$ cat config.mk
export PLATFORM = sky130hd
export DESIGN_NAME = sjsr_scan_regs
export DESIGN_NICKNAME = d
export VERILOG_FILES = /design/src/hdl/sjsr_pkg.sv /design/src/hdl/sjsr_pin_sync.sv /design/src/hdl/sjsr_tap_fsm.sv /design/src/hdl/sjsr_scan_regs.sv
export VERILOG_INCLUDE_DIRS = /design/src /design/src/hdl
export SDC_FILE = /design/constraint.sdc
export NUM_CORES = 1
export LEC_CHECK = 0
export ABC_CLOCK_PERIOD_IN_PS = 13200
export BUFFER_PORTS_ARGS = -buffer_cell sky130_fd_sc_hd__buf_2
export CAP_MARGIN = 10
export CORE_ASPECT_RATIO = 1.1
export CORE_UTILIZATION = 50
export CTS_BUF_LIST = sky130_fd_sc_hd__clkbuf_4
export DETAILED_ROUTE_END_ITERATION = 16
export GPL_TIMING_DRIVEN = 0
export HOLD_SLACK_MARGIN = 0.03
export PLACE_DENSITY = 0.67
export SYNTH_ARGS = -nofsm -noshare
export SYNTH_HDL_FRONTEND = slang
export SYNTH_HIERARCHICAL = 1
export SYNTH_SLANG_ARGS = --single-unit
$ cat constraint.sdc
create_clock -name mclk_i -period 13.2 [get_ports mclk_i]
set_clock_uncertainty 0.2 [all_clocks]
set_input_delay 0 -clock mclk_i [delete_from_list [all_inputs] [get_ports mclk_i]]
set_output_delay 0 -clock mclk_i [all_outputs]
set_load 0.02 [all_outputs]
$ cat src/hdl/sjsr_defs.svh
// Constants of the SRAM scan register set: widths, instruction codes, capture values.
// Assumes inclusion by bare name from any design file that needs them.
`ifndef SJSR_DEFS_SVH
`define SJSR_DEFS_SVH

`define SJSR_IR_W          3
`define SJSR_ID_W          32
`define SJSR_BSR_W         107
`define SJSR_BSR_INT_IDX   47

`define SJSR_IR_EXTEST     3'h0
`define SJSR_IR_IDCODE     3'h1
`define SJSR_IR_SAMPLEZ    3'h2
`define SJSR_IR_SAMPLE     3'h4
`define SJSR_IR_BYPASS     3'h7
`define SJSR_IR_CAPTURE    3'h1

`define SJSR_ID_REV_MSB    31
`define SJSR_ID_REV_LSB    28
`define SJSR_ID_PART_MSB   27
`define SJSR_ID_PART_LSB   12
`define SJSR_ID_VEND_MSB   11
`define SJSR_ID_VEND_LSB   1
`define SJSR_ID_FIX_BIT    0

`define SJSR_TMS_RESET_RISES 3'h5
`define SJSR_SYNC_SETTLE     3'h5

`endif

$ cat src/hdl/sjsr_pkg.sv
// Types shared by the scan register set: controller states and data path choice.
// Assumes nothing beyond a SystemVerilog compiler.
package sjsr_pkg;

  typedef enum logic [3:0] {
    SJSR_TLR, SJSR_RTI, SJSR_SEL_DR, SJSR_CAP_DR, SJSR_SHF_DR, SJSR_EX1_DR,
    SJSR_PAU_DR, SJSR_EX2_DR, SJSR_UPD_DR, SJSR_SEL_IR, SJSR_CAP_IR, SJSR_SHF_IR,
    SJSR_EX1_IR, SJSR_PAU_IR, SJSR_EX2_IR, SJSR_UPD_IR
  } sjsr_tap_e;

  typedef enum logic [1:0] {
    SJSR_PATH_BSR, SJSR_PATH_ID, SJSR_PATH_BYP
  } sjsr_path_e;

endpackage

$ cat src/hdl/sjsr_pin_sync.sv
// Three-flop synchroniser with agreement filter for inputs from outside mclk_i.
// Assumes each bit stays stable for several mclk_i periods around its changes.
`timescale 1ns/1ps
module sjsr_pin_sync #(
  parameter int W = 1
) (
  input  wire logic         mclk_i,
  input  wire logic         reset_i,
  input  wire logic [W-1:0] pin_i,
  output logic      [W-1:0] lvl_o
);

  logic [W-1:0] s1_reg;
  logic [W-1:0] s2_reg;
  logic [W-1:0] s3_reg;

  always_ff @(posedge mclk_i or posedge reset_i) begin
    if (reset_i) begin
      s1_reg <= '0;
      s2_reg <= '0;
      s3_reg <= '0;
    end else begin
      s1_reg <= pin_i;
      s2_reg <= s1_reg;
      s3_reg <= s2_reg;
    end
  end

  // A bit moves only once the second and third stages agree
  always_ff @(posedge mclk_i or posedge reset_i) begin
    if (reset_i) begin
      lvl_o <= '0;
    end else begin
      lvl_o <= (~(s2_reg ^ s3_reg) & s3_reg) | ((s2_reg ^ s3_reg) & lvl_o);
    end
  end

endmodule // sjsr_pin_sync

$ cat src/hdl/sjsr_tap_fsm.sv
// Test access port controller: sixteen states stepped once per test clock rise.
// Assumes step_i is a one-cycle pulse and tms_i is valid in that cycle.
`timescale 1ns/1ps
module sjsr_tap_fsm (
  input  wire logic              mclk_i,
  input  wire logic              reset_i,
  input  wire logic              step_i,
  input  wire logic              tms_i,
  output sjsr_pkg::sjsr_tap_e    state_o
);
  import sjsr_pkg::*;

  sjsr_tap_e state_next;

  always_comb begin
    state_next = state_o;
    unique case (state_o)
      SJSR_TLR:    state_next = tms_i ? SJSR_TLR    : SJSR_RTI;
      SJSR_RTI:    state_next = tms_i ? SJSR_SEL_DR : SJSR_RTI;
      SJSR_SEL_DR: state_next = tms_i ? SJSR_SEL_IR : SJSR_CAP_DR;
      SJSR_CAP_DR: state_next = tms_i ? SJSR_EX1_DR : SJSR_SHF_DR;
      SJSR_SHF_DR: state_next = tms_i ? SJSR_EX1_DR : SJSR_SHF_DR;
      SJSR_EX1_DR: state_next = tms_i ? SJSR_UPD_DR : SJSR_PAU_DR;
      SJSR_PAU_DR: state_next = tms_i ? SJSR_EX2_DR : SJSR_PAU_DR;
      SJSR_EX2_DR: state_next = tms_i ? SJSR_UPD_DR : SJSR_SHF_DR;
      SJSR_UPD_DR: state_next = tms_i ? SJSR_SEL_DR : SJSR_RTI;
      SJSR_SEL_IR: state_next = tms_i ? SJSR_TLR    : SJSR_CAP_IR;
      SJSR_CAP_IR: state_next = tms_i ? SJSR_EX1_IR : SJSR_SHF_IR;
      SJSR_SHF_IR: state_next = tms_i ? SJSR_EX1_IR : SJSR_SHF_IR;
      SJSR_EX1_IR: state_next = tms_i ? SJSR_UPD_IR : SJSR_PAU_IR;
      SJSR_PAU_IR: state_next = tms_i ? SJSR_EX2_IR : SJSR_PAU_IR;
      SJSR_EX2_IR: state_next = tms_i ? SJSR_UPD_IR : SJSR_SHF_IR;
      SJSR_UPD_IR: state_next = tms_i ? SJSR_SEL_DR : SJSR_RTI;
    endcase
  end

  // Power-up reset lands in test-logic-reset
  always_ff @(posedge mclk_i or posedge reset_i) begin
    if (reset_i) begin
      state_o <= SJSR_TLR;
    end else if (step_i) begin
      state_o <= state_next;
    end
  end

endmodule // sjsr_tap_fsm

$ cat src/hdl/sjsr_scan_regs.sv
// Scan register set behind the test access port: instruction, bypass, ID, boundary.
// Assumes the test clock is far slower than mclk_i and has no reset pin of its own.
`timescale 1ns/1ps
`include "sjsr_defs.svh"
module sjsr_scan_regs #(
  // Identification fields; the values are arbitrary
  parameter logic [3:0]  ID_REVISION = 4'h1,
  parameter logic [15:0] ID_PART     = 16'hA5C3,
  parameter logic [10:0] ID_VENDOR   = 11'h2B4
) (
  input  wire logic                     mclk_i,
  input  wire logic                     reset_i,
  input  wire logic                     tck_i,
  input  wire logic                     tms_i,
  input  wire logic                     tdi_i,
  input  wire logic [`SJSR_BSR_W-1:0]   io_ring_i,
  output logic                          tdo_o,
  output logic                          tdo_oe_o,
  output logic      [`SJSR_BSR_W-1:0]   ring_drive_o,
  output logic                          ring_drive_en_o,
  output logic                          q_highz_o
);
  import sjsr_pkg::*;

  localparam logic [`SJSR_ID_W-1:0] ID_CODE = {ID_REVISION, ID_PART, ID_VENDOR, 1'b1};

  logic                    tck_lvl;
  logic                    tms_lvl;
  logic                    tdi_lvl;
  logic [`SJSR_BSR_W-1:0]  ring_lvl;
  logic                    tck_prev_reg;
  logic                    tck_rise;
  logic                    tck_fall;
  logic [2:0]              sync_cnt_reg;
  logic                    sync_done;
  sjsr_tap_e               state;
  logic [`SJSR_IR_W-1:0]   instr_reg;
  logic [`SJSR_IR_W-1:0]   ir_sr_reg;
  logic                    byp_reg;
  logic [`SJSR_ID_W-1:0]   id_sr_reg;
  logic [`SJSR_BSR_W-1:0]  bsr_sr_reg;
  logic [`SJSR_BSR_W-1:0]  ring_cap;
  sjsr_path_e              path;
  logic                    dr_bit;
  logic [2:0]              tms_hi_cnt_reg;

  // Path choice from the current instruction; reserved codes fall back to bypass
  function automatic sjsr_path_e path_of(input logic [`SJSR_IR_W-1:0] ir);
    unique case (ir)
      `SJSR_IR_EXTEST,
      `SJSR_IR_SAMPLEZ,
      `SJSR_IR_SAMPLE: path_of = SJSR_PATH_BSR;
      `SJSR_IR_IDCODE: path_of = SJSR_PATH_ID;
      default:         path_of = SJSR_PATH_BYP;
    endcase
  endfunction

  sjsr_pin_sync #(.W(3)) u_jtag_sync (
    .mclk_i  (mclk_i),
    .reset_i (reset_i),
    .pin_i   ({tck_i, tms_i, tdi_i}),
    .lvl_o   ({tck_lvl, tms_lvl, tdi_lvl})
  );

  // The ring runs on memory clocks; sampling it unstable gives no repeatable value
  sjsr_pin_sync #(.W(`SJSR_BSR_W)) u_ring_sync (
    .mclk_i  (mclk_i),
    .reset_i (reset_i),
    .pin_i   (io_ring_i),
    .lvl_o   (ring_lvl)
  );

  always_ff @(posedge mclk_i or posedge reset_i) begin
    if (reset_i) begin
      tck_prev_reg <= 1'b0;
    end else begin
      tck_prev_reg <= tck_lvl;
    end
  end

  // Edges stay blind until the synchroniser holds real pin levels, since its
  // reset value need not match the idle level of the test clock
  always_ff @(posedge mclk_i or posedge reset_i) begin
    if (reset_i) begin
      sync_cnt_reg <= 3'h0;
    end else if (sync_cnt_reg != `SJSR_SYNC_SETTLE) begin
      sync_cnt_reg <= sync_cnt_reg + 3'h1;
    end
  end

  assign sync_done = (sync_cnt_reg == `SJSR_SYNC_SETTLE);
  assign tck_rise  = tck_lvl & ~tck_prev_reg & sync_done;
  assign tck_fall  = ~tck_lvl & tck_prev_reg & sync_done;

  sjsr_tap_fsm u_tap (
    .mclk_i  (mclk_i),
    .reset_i (reset_i),
    .step_i  (tck_rise),
    .tms_i   (tms_lvl),
    .state_o (state)
  );

  assign path = path_of(instr_reg);

  // Cell 47 has no bump and captures zero
  always_comb begin
    ring_cap = ring_lvl;
    ring_cap[`SJSR_BSR_INT_IDX] = 1'b0;
  end

  always_comb begin
    unique case (path)
      SJSR_PATH_BSR: dr_bit = bsr_sr_reg[0];
      SJSR_PATH_ID:  dr_bit = id_sr_reg[0];
      default:       dr_bit = byp_reg;
    endcase
  end

  always_ff @(posedge mclk_i or posedge reset_i) begin
    if (reset_i) begin
      ir_sr_reg <= `SJSR_IR_IDCODE;
    end else if (tck_rise) begin
      if (state == SJSR_CAP_IR) begin
        ir_sr_reg <= `SJSR_IR_CAPTURE;
      end else if (state == SJSR_SHF_IR) begin
        ir_sr_reg <= {tdi_lvl, ir_sr_reg[`SJSR_IR_W-1:1]};
      end
    end
  end

  always_ff @(posedge mclk_i or posedge reset_i) begin
    if (reset_i) begin
      instr_reg <= `SJSR_IR_IDCODE;
    end else if (state == SJSR_TLR) begin
      instr_reg <= `SJSR_IR_IDCODE;
    end else if (tck_rise && state == SJSR_UPD_IR) begin
      instr_reg <= ir_sr_reg;
    end
  end

  always_ff @(posedge mclk_i or posedge reset_i) begin
    if (reset_i) begin
      byp_reg <= 1'b0;
    end else if (tck_rise && path == SJSR_PATH_BYP) begin
      if (state == SJSR_CAP_DR) begin
        byp_reg <= 1'b0;
      end else if (state == SJSR_SHF_DR) begin
        byp_reg <= tdi_lvl;
      end
    end
  end

  always_ff @(posedge mclk_i or posedge reset_i) begin
    if (reset_i) begin
      id_sr_reg <= '0;
    end else if (tck_rise && path == SJSR_PATH_ID) begin
      if (state == SJSR_CAP_DR) begin
        id_sr_reg <= ID_CODE;
      end else if (state == SJSR_SHF_DR) begin
        id_sr_reg <= {tdi_lvl, id_sr_reg[`SJSR_ID_W-1:1]};
      end
    end
  end

  always_ff @(posedge mclk_i or posedge reset_i) begin
    if (reset_i) begin
      bsr_sr_reg <= '0;
    end else if (tck_rise && path == SJSR_PATH_BSR) begin
      if (state == SJSR_CAP_DR) begin
        bsr_sr_reg <= ring_cap;
      end else if (state == SJSR_SHF_DR) begin
        bsr_sr_reg <= {tdi_lvl, bsr_sr_reg[`SJSR_BSR_W-1:1]};
      end
    end
  end

  // Update stage so the ring drive does not ripple while shifting
  always_ff @(posedge mclk_i or posedge reset_i) begin
    if (reset_i) begin
      ring_drive_o <= '0;
    end else if (tck_rise && state == SJSR_UPD_DR && path == SJSR_PATH_BSR) begin
      ring_drive_o <= bsr_sr_reg;
    end
  end

  always_ff @(posedge mclk_i or posedge reset_i) begin
    if (reset_i) begin
      ring_drive_en_o <= 1'b0;
      q_highz_o       <= 1'b0;
    end else begin
      ring_drive_en_o <= (instr_reg == `SJSR_IR_EXTEST);
      q_highz_o       <= (instr_reg == `SJSR_IR_SAMPLEZ);
    end
  end

  // Data out moves on the falling edge so the far end samples it on the next rise
  always_ff @(posedge mclk_i or posedge reset_i) begin
    if (reset_i) begin
      tdo_o    <= 1'b0;
      tdo_oe_o <= 1'b0;
    end else if (tck_fall) begin
      if (state == SJSR_SHF_IR) begin
        tdo_o    <= ir_sr_reg[0];
        tdo_oe_o <= 1'b1;
      end else if (state == SJSR_SHF_DR) begin
        tdo_o    <= dr_bit;
        tdo_oe_o <= 1'b1;
      end else begin
        tdo_oe_o <= 1'b0;
      end
    end
  end

  // Helper count of consecutive rises with mode select high
  always_ff @(posedge mclk_i or posedge reset_i) begin
    if (reset_i) begin
      tms_hi_cnt_reg <= 3'h0;
    end else if (tck_rise) begin
      if (!tms_lvl) begin
        tms_hi_cnt_reg <= 3'h0;
      end else if (tms_hi_cnt_reg != `SJSR_TMS_RESET_RISES) begin
        tms_hi_cnt_reg <= tms_hi_cnt_reg + 3'h1;
      end
    end
  end
endmodule // sjsr_scan_regs

# ---- Word level (Yosys, flattened, before mapping)
# Index checks and enable logic that the tools add are counted.
# Widths: inputs -> output; s select.
dict set report word_totals {
  regBits 705
  word_cells 111
  out_inout_bits 111
}
dict set report op_classes {
  muxes 29
  n_eq_ne 22
  bitwise 16
  reduce_logical 22
  n_addsub 1
}
# operator n
set ops {}
lappend ops {{$and 107x107->107} 2}
lappend ops {{$mux 107} 2}
lappend ops {{$not 107->107} 1}
lappend ops {{$or 107x107->107} 1}
lappend ops {{$xor 107x107->107} 1}
lappend ops {{$mux 32} 2}
lappend ops {{$pmux 4 s12} 1}
lappend ops {{$eq 4x4->1 const B} 8}
lappend ops {{$mux 3} 6}
lappend ops {{$eq 4x3->1 const B} 4}
lappend ops {{$mux 4} 4}
lappend ops {{$reduce_and 2->1} 5}
lappend ops {{$mux 1} 9}
lappend ops {{$eq 4x2->1 const B} 2}
lappend ops {{$reduce_bool 2->1} 4}
lappend ops {{$and 3x3->3} 2}
lappend ops {{$eq 3x3->1 const B} 2}
lappend ops {{$logic_and 1x1->1} 6}
lappend ops {{$mux 2} 3}
lappend ops {{$reduce_or 3->1} 2}
lappend ops {{$and 1x1->1} 4}
lappend ops {{$eq 4x1->1 const B} 1}
lappend ops {{$logic_not 4->1} 1}
lappend ops {{$pmux 2 s2} 1}
lappend ops {{other kinds (14)} 16}

# ---- Logic depth before layout (Yosys ltp)
# Gate-level depths: netlist (run 1).
dict set report logic_depth {
  depth_word 7
  mapped_depth 9
}

# ---- Hierarchy
# Netlist (run 1), hierarchy kept.
# mod instances area_each_um2 cells_each
set by_module_without_submodules {}
lappend by_module_without_submodules {{sjsr_pin_sync (u_ring_sync)} 1 11918.9 536}
lappend by_module_without_submodules {sjsr_scan_regs 1 10707.8 1023}
lappend by_module_without_submodules {sjsr_tap_fsm 1 350.3 44}
lappend by_module_without_submodules {{sjsr_pin_sync (u_jtag_sync)} 1 337.8 16}

# ---- Worst setup path before layout (run 1)
# No wires, ideal clock.
dict set report synth_timing {
  path_kind {register to register}
  from {register sync_cnt_reg[0]}
  to {register ring_drive_o[65]}
  setup_slack_ns 10.711
  n_path_buf 3
  path_stages_with_launch 9
  required_ns 12.875
  arrival_time_ns 2.164
  cell_sequence {dfrtp_1 > ha_1 > nand4b_1 > inv_1 > nand4b_1 > clkbuf_1 > clkbuf_1 > buf_2 > mux2_2}
}
dict set report synth_via {
  elab_chain_cells 4
}
# element line_no
set synth_lines {}
lappend synth_lines {{from (decl)} sjsr_scan_regs.sv:34} ;# logic [2:0] sync_cnt_reg;
lappend synth_lines {{from (signal assigned)} sjsr_scan_regs.sv:87} ;# sync_cnt_reg <= sync_cnt_reg + 3'h1;
lappend synth_lines {{$eq 3x3->1 (no source line)} -}
lappend synth_lines {{$and 1x1->1} sjsr_scan_regs.sv:92} ;# assign tck_rise = tck_lvl & ~tck_prev_reg & sync_done;
lappend synth_lines {{via tck_rise} sjsr_scan_regs.sv:32} ;# logic tck_rise;
lappend synth_lines {{$logic_and 1x1->1 (2 in series)} sjsr_scan_regs.sv:181} ;# end else if (tck_rise && state == SJSR_UPD_DR && path == SJSR_PATH_BSR) begin
lappend synth_lines {{to (signal assigned)} sjsr_scan_regs.sv:182} ;# ring_drive_o <= bsr_sr_reg;
lappend synth_lines {{to (decl)} sjsr_scan_regs.sv:19} ;# output logic [`SJSR_BSR_W-1:0] ring_drive_o,
# The timed path passes the listed nets, and every way through them passes these cells.
# A chain may end at the register's enable or synchronous reset.

# ---- Final worst setup path (run 1)
dict set report layout_timing {
  from {register sync_cnt_reg[0]}
  to {register ring_drive_o[69]}
}
# Same word-level chain as after synthesis.

==> out/results.tsv, run 1 <==
stage	metric	value	unit
worst_setup_path	cp_max_fo	10	
worst_setup_path	worstSetupEndpointType	flip-flop	
worst_setup_path	ff2ff_setup_slack	9.68	ns
cells_and_area	final_area	30480	um2
cts	clk_pin_slew_worst_paths	0.06	ns
power	p_leak	14.30	nW
cts	clock-sinks	701	
run	maxCapViolations	0	
floorplan	ios	223	
floorplan	core_area	45660	um2
worst_setup_path	reg2reg_depth	8	
place	placedInstanceArea	25200	um2
global_route	grt_use_met1	28.97	%
routing	vias_per_cell	4.955	
cells_and_area	drive_gt1_share	29.83	%
cts	cts_root_buf	clkbuf_4	
logic_synthesis	synth_area_per_cell	14.38	um2
worst_setup_path	r2r_end	ring_drive_o[69]$_DFFE_PP0P_	
floorplan	start_util	50.82	%
floorplan	core.rowCount	82	
worst_setup_path	cp_slowest_cell	clkbuf_1	
global_route	grt_pass1_vias	16568	
cells_and_area	area_delta_synth_final	31.36	%
floorplan	die_w	207.4	um
worst_setup_path	required	13.79	ns
routing	drt_first_iter_violations	852	
sta	relSlewSlack	33.87	%
cts	cts_buffers	170	
routing	ant_nets	0	
floorplan	die_area	47270	um2
place	dp.final_hpwl	28990	um
cts	ctsResizeCount	0	
power	peakVddDrop	0.1046	mV
global_route	grt_first_pass_wirelength	85330	um
sta	hold_viol	0	
worst_setup_path	criticalPathCategory	reg2reg	
routing	drc	0	
sta	slew_viol_final	0	
routing	drt_wl_total	50460	um
global_route	antenna_found_initial	2	
global_route	grtUsageMet3	6.966	%
worst_setup_path	startpoint_type	flip-flop	
sta	setup_viol	0	
cts	htreeDepth	4	
logic_synthesis	syn_inst	1614	
run_status	status	completed	
global_route	use_met2	36.87	%
hold_path	holdPathStages	0	
power	p_per_area	151.0	nW/um2
worst_setup_path	timing.rr.start	sync_cnt_reg[0]$_DFFE_PP0P_	
floorplan	die_y	227.9	um
global_route	track_usage	23.00	%
hold_path	hold_end	u_ring_sync/s2_reg[90]$_DFF_PP0_	
routing	wire_per_inst	16.67	um
routing	vias	14999	
cells_and_area	nets	2456	
global_route	overflow	0	
cells_and_area	fillerInstances	3210	
place	gp_congestion	0.7843	
logic_synthesis	syn-num-nets	1728	
sta	finalCritPeriodShare	26.69	%
hold_path	hp-class	reg2reg	
logic_synthesis	ys_warn_count	6	
place	port_buffers	221	
logic_synthesis	synth_area	23200	um2
cts	cts_tree	done	
cts	clockBufferDepth	3	
hold_path	hp-start	u_ring_sync/s1_reg[90]$_DFF_PP0_	
global_route	grt_max_degree	130	
sta	holdWs	0.1149	ns
worst_setup_path	crit_arrival	4.11	ns
sta	period_needed	3.523	ns
routing	firstDrtPassIters	5	
sta	fmax	283.9	MHz
global_route	top_usage_layer	met2	
worst_setup_path	path_cells	ha_1 > nand4b_1 > inv_1 > nand4b_1 > clkbuf_1 > clkbuf_1 > buf_2 > mux2_2	
sta	rsz0062_at_grt	false	
cts	clock_latency	0.95	ns
sta	tightest_slew	0.9920	ns
worst_setup_path	slowest_delay	0.67	ns
==> worst max path at each step <==
| stage | from | endpoint | slack, ns | depth (start not counted) |
|---|---|---|---|---|
| after floorplan | reset_i | asynchronous set/reset pin | 1.20 | 1 |
| after global placement | reset_i | u_ring_sync/s1_reg[27]$_DFF_PP0_ | -3.06 | 2 |
| after detailed placement | sync_cnt_reg[0]$_DFFE_PP0P_ | ring_drive_o[86]$_DFFE_PP0P_ | 9.69 | 8 |
| after CTS | sync_cnt_reg[0]$_DFFE_PP0P_ | ring_drive_o[71]$_DFFE_PP0P_ | 9.68 | 8 |
| after global routing | sync_cnt_reg[1]$_DFFE_PP0P_ | ring_drive_o[78]$_DFFE_PP0P_ | 9.49 | 9 |
| final | sync_cnt_reg[0]$_DFFE_PP0P_ | ring_drive_o[69]$_DFFE_PP0P_ | 9.68 | 8 |
==> placed cells by master, fill, tap and decap left out, drive strengths merged, types with 6 or more instances in the layout <==
cell type,instances
o21ai,41
clkinv,21
inv,11
dfrtp,699
maj3,110
a21oi,6
dlygate4sd3,330
nand2,272
mux2,108
a31oi,109
clkbuf,289
nor2,130
buf,252
==> timing repair <==
item | in CTS | in global routing
endpoints found under the setup margin | 0 | 0
hold buffers | 330 | 0
endpoints found under the hold margin | 588 | 0
buffers inserted | 0 | 0
==> final cells by class <==
class / instances / area, um2 / area share [%]
flip-flops and latches: 701 / 17540 / 57.56
multi-input cells: 826 / 5290 / 17.36
repair buffers: 556 / 4547 / 14.92
clock buffers: 238 / 1787 / 5.862
well taps: 588 / 735.7 / 2.414
plain buffers: 77 / 331.6 / 1.088
clock inverters: 29 / 187.7 / 0.6157
inverters: 10 / 52.55 / 0.1724
diodes: 2 / 5.005 / 0.01642
==> report_power, final <==
group          internal [mW]  switching [mW]
combinational          0.223           0.281
clock                  0.858           0.805
sequential              2.32           0.114
==> per-layer routing <==
metal / vias up / routed length (um) / share of wire (%)
met1: 7527 / 21360 / 42
met5: - / 0 / 0
li1: 7000 / - / -
met3: 99 / 2459 / 4.9
met2: 373 / 25070 / 50
met4: 0 / 1575 / 3.1
==> worst max-delay path, delay by kind of cell (launching register included) <==
| family | cells | cell delay, ns |
|---|---|---|
| adder cells (fa/ha/maj) | 1 | 0.26 |
| flip-flops | 1 | 0.42 |
| AND/OR/NAND/NOR | 2 | 0.40 |
| buffers and inverters | 4 | 1.73 |
| multiplexers | 1 | 0.37 |
==> metrics by stage <==
step,setup slack [ns],power [mW],util (%),instances,setup TNS (ns)
after CTS,9.678,4.651,66.75,3025,0
final,9.677,4.603,66.76,3027,0
after global placement,-3.059,2.866,54.86,2423,-1274.69
after global routing,9.494,4.874,66.76,3027,0
after detailed placement,9.691,2.895,55.19,2428,0
after floorplan,1.195,2.748,-,1614,0
Power figures use the tool's default switching activity.
==> inputs of run 2 (changes only) <==
- ABC_AREA: unset -> 1
- ABC_CLOCK_PERIOD_IN_PS: 13200 -> 2800
- PLACE_DENSITY: 0.67 -> 0.7
- clock period: 13.2 -> 2.8 ns (I/O delays scaled with it)
==> out/results.tsv, run 2 <==
stage	metric	value	unit
run_status	status	completed	
worst_setup_path	cp_max_fo	14	
routing	drt_first_iter_violations	1355	
floorplan	die_w	212.9	um
worst_setup_path	cp_slowest_cell	dfrtp_1	
cts	cts_tree	done	
cts	clk_pin_slew_worst_paths	0.08	ns
worst_setup_path	reg2reg_depth	9	
routing	wire_per_inst	15.43	um
power	p_leak	15.97	nW
power	peakVddDrop	0.4572	mV
cts	cts_root_buf	clkbuf_4	
sta	fmax	403.1	MHz
hold_path	holdPathStages	0	
floorplan	core_area	48030	um2
sta	setup_viol	0	
cells_and_area	drive_gt1_share	18.10	%
cts	clock_latency	0.97	ns
worst_setup_path	startpoint_type	flip-flop	
worst_setup_path	cpMostUsedCell	buf_2	
cells_and_area	nets	3177	
logic_synthesis	syn-num-nets	2435	
sta	holdWs	0.09737	ns
floorplan	ios	223	
hold_path	hold_end	u_ring_sync/s2_reg[73]$_DFF_PP0_	
worst_setup_path	ff2ff_setup_slack	0.32	ns
sta	period_needed	2.481	ns
worst_setup_path	timing.rr.start	sync_cnt_reg[1]$_DFFE_PP0P_	
hold_path	hp-class	reg2reg	
routing	drt_wl_total	59100	um
floorplan	die_y	234.0	um
place	dp.final_hpwl	33560	um
worst_setup_path	crit_arrival	3.10	ns
logic_synthesis	synth_area_per_cell	10.54	um2
sta	tightest_slew	0.6149	ns
global_route	grt_first_pass_wirelength	96040	um
floorplan	core.rowCount	84	
sta	hold_viol	0	
sta	slew_viol_final	0	
cts	cts_buffers	171	
floorplan	die_area	49820	um2
routing	ant_nets	0	
run	maxCapViolations	0	
floorplan	start_util	50.93	%
routing	firstDrtPassIters	6	
cells_and_area	final_common_cell	nand2_1	
worst_setup_path	path_cells	inv_1 > ha_1 > nand2_2 > nor2_8 > nand4_4 > buf_2 > buf_2 > nand2_1 > o21ai_1	
cts	clockBufferDepth	3	
place	gp_congestion	0.8114	
global_route	track_usage	25.02	%
power	p_per_area	684.8	nW/um2
cts	cts_setup_buffers	0	
worst_setup_path	r2r_end	ring_drive_o[82]$_DFFE_PP0P_	
routing	vias_per_cell	4.819	
worst_setup_path	required	3.42	ns
global_route	grt_max_degree	47	
logic_synthesis	synth_area	24460	um2
sta	tns	0	ns
global_route	antenna_found_initial	2	
global_route	overflow	0	
cells_and_area	final_cell_mix	741 x nand2_1, 699 x dfrtp_1, 331 x dlygate4sd3_1	
hold_path	hp-start	u_ring_sync/s1_reg[73]$_DFF_PP0_	
sta	rsz0062_at_grt	false	
cts	clock-sinks	701	
worst_setup_path	slowest_delay	0.40	ns
logic_synthesis	syn_inst	2321	
global_route	grt_pass1_vias	19441	
cts	htreeDepth	4	
place	port_buffers	221	
sta	finalCritPeriodShare	88.59	%
cells_and_area	area_delta_synth_final	31.54	%
logic_synthesis	ys_warn_count	6	
sta	relSlewSlack	58.92	%
worst_setup_path	worstSetupEndpointType	flip-flop	
worst_setup_path	criticalPathCategory	reg2reg	
routing	vias	18455	
routing	drc	0	
## run 2: stage by stage
stage | setup slack [ns] | cells | util (%) | power [mW] | cell area [um2]
floorplan | -3.121 | 2321 | - | 12.76 | 24470
global route | 0.1560 | 3830 | 67.00 | 23.24 | 32180
CTS | 0.2987 | 3828 | 66.99 | 22.18 | 32170
finish | 0.3194 | 3830 | 67.00 | 22.04 | 32180
global placement | -5.283 | 3187 | 54.93 | 13.32 | 26380
detailed placement | 0.3196 | 3204 | 55.66 | 13.48 | 26730
## run 2: worst max-delay path by stage
stage	startpoint	endpoint	slack (ns)	depth (start not counted)
after floorplan	reset_i	asynchronous set/reset pin	-3.12	1
after global placement	reset_i	u_ring_sync/s1_reg[50]$_DFF_PP0_	-5.28	2
after detailed placement	sync_cnt_reg[1]$_DFFE_PP0P_	ring_drive_o[100]$_DFFE_PP0P_	0.32	9
after CTS	sync_cnt_reg[1]$_DFFE_PP0P_	ring_drive_o[100]$_DFFE_PP0P_	0.30	9
after global routing	sync_cnt_reg[1]$_DFFE_PP0P_	ring_drive_o[100]$_DFFE_PP0P_	0.16	9
final	sync_cnt_reg[1]$_DFFE_PP0P_	ring_drive_o[82]$_DFFE_PP0P_	0.32	9
## run 2: metal layers
metal,track usage (%),part of all wire (%),vias to the layer above
met1,29.94,40,8943
met2,41.20,50,584
met3,6.294,5.1,164
met5,0,0,-
met4,14.55,4.6,0
li1,-,-,8764
## run 2: critical path, delay by kind of cell, from the launching register on
| family | cells | cell delay [ns] |
|---|---|---|
| AND/OR/NAND/NOR | 4 | 0.82 |
| adder cells (fa/ha/maj) | 1 | 0.14 |
| AO/OA/AOI/OAI | 1 | 0.11 |
| flip-flops | 1 | 0.40 |
| buffers and inverters | 3 | 0.68 |
## run 2: power by group
part           leakage (nW)  total, mW  internal [mW]  switching (mW)
registers              8.79       11.2           10.7           0.436
clock network          1.27       8.33           4.34            3.99
logic                  5.90       2.52           1.04            1.49
## run 2: area by class of cell
| type | instances | area [um2] |
|---|---|---|
| Clock buffer | 249 | 1869 |
| Clock inverter | 44 | 260.3 |
| Inverter | 241 | 919.6 |
| Antenna cell | 2 | 5.005 |
| Timing Repair Buffer | 569 | 4767 |
| Buffer | 81 | 515.5 |
| Tap cell | 645 | 807.0 |
| Fill cell | 3538 | 15850 |
| Multi-Input combinational cell | 1298 | 5492 |
| Sequential cell | 701 | 17540 |
## run 2: timing repair
action | 4_1_cts | 5_1_grt
endpoints found under the hold margin | 810 | 0
gates resized for setup | 0 | 0
hold buffers | 331 | 0
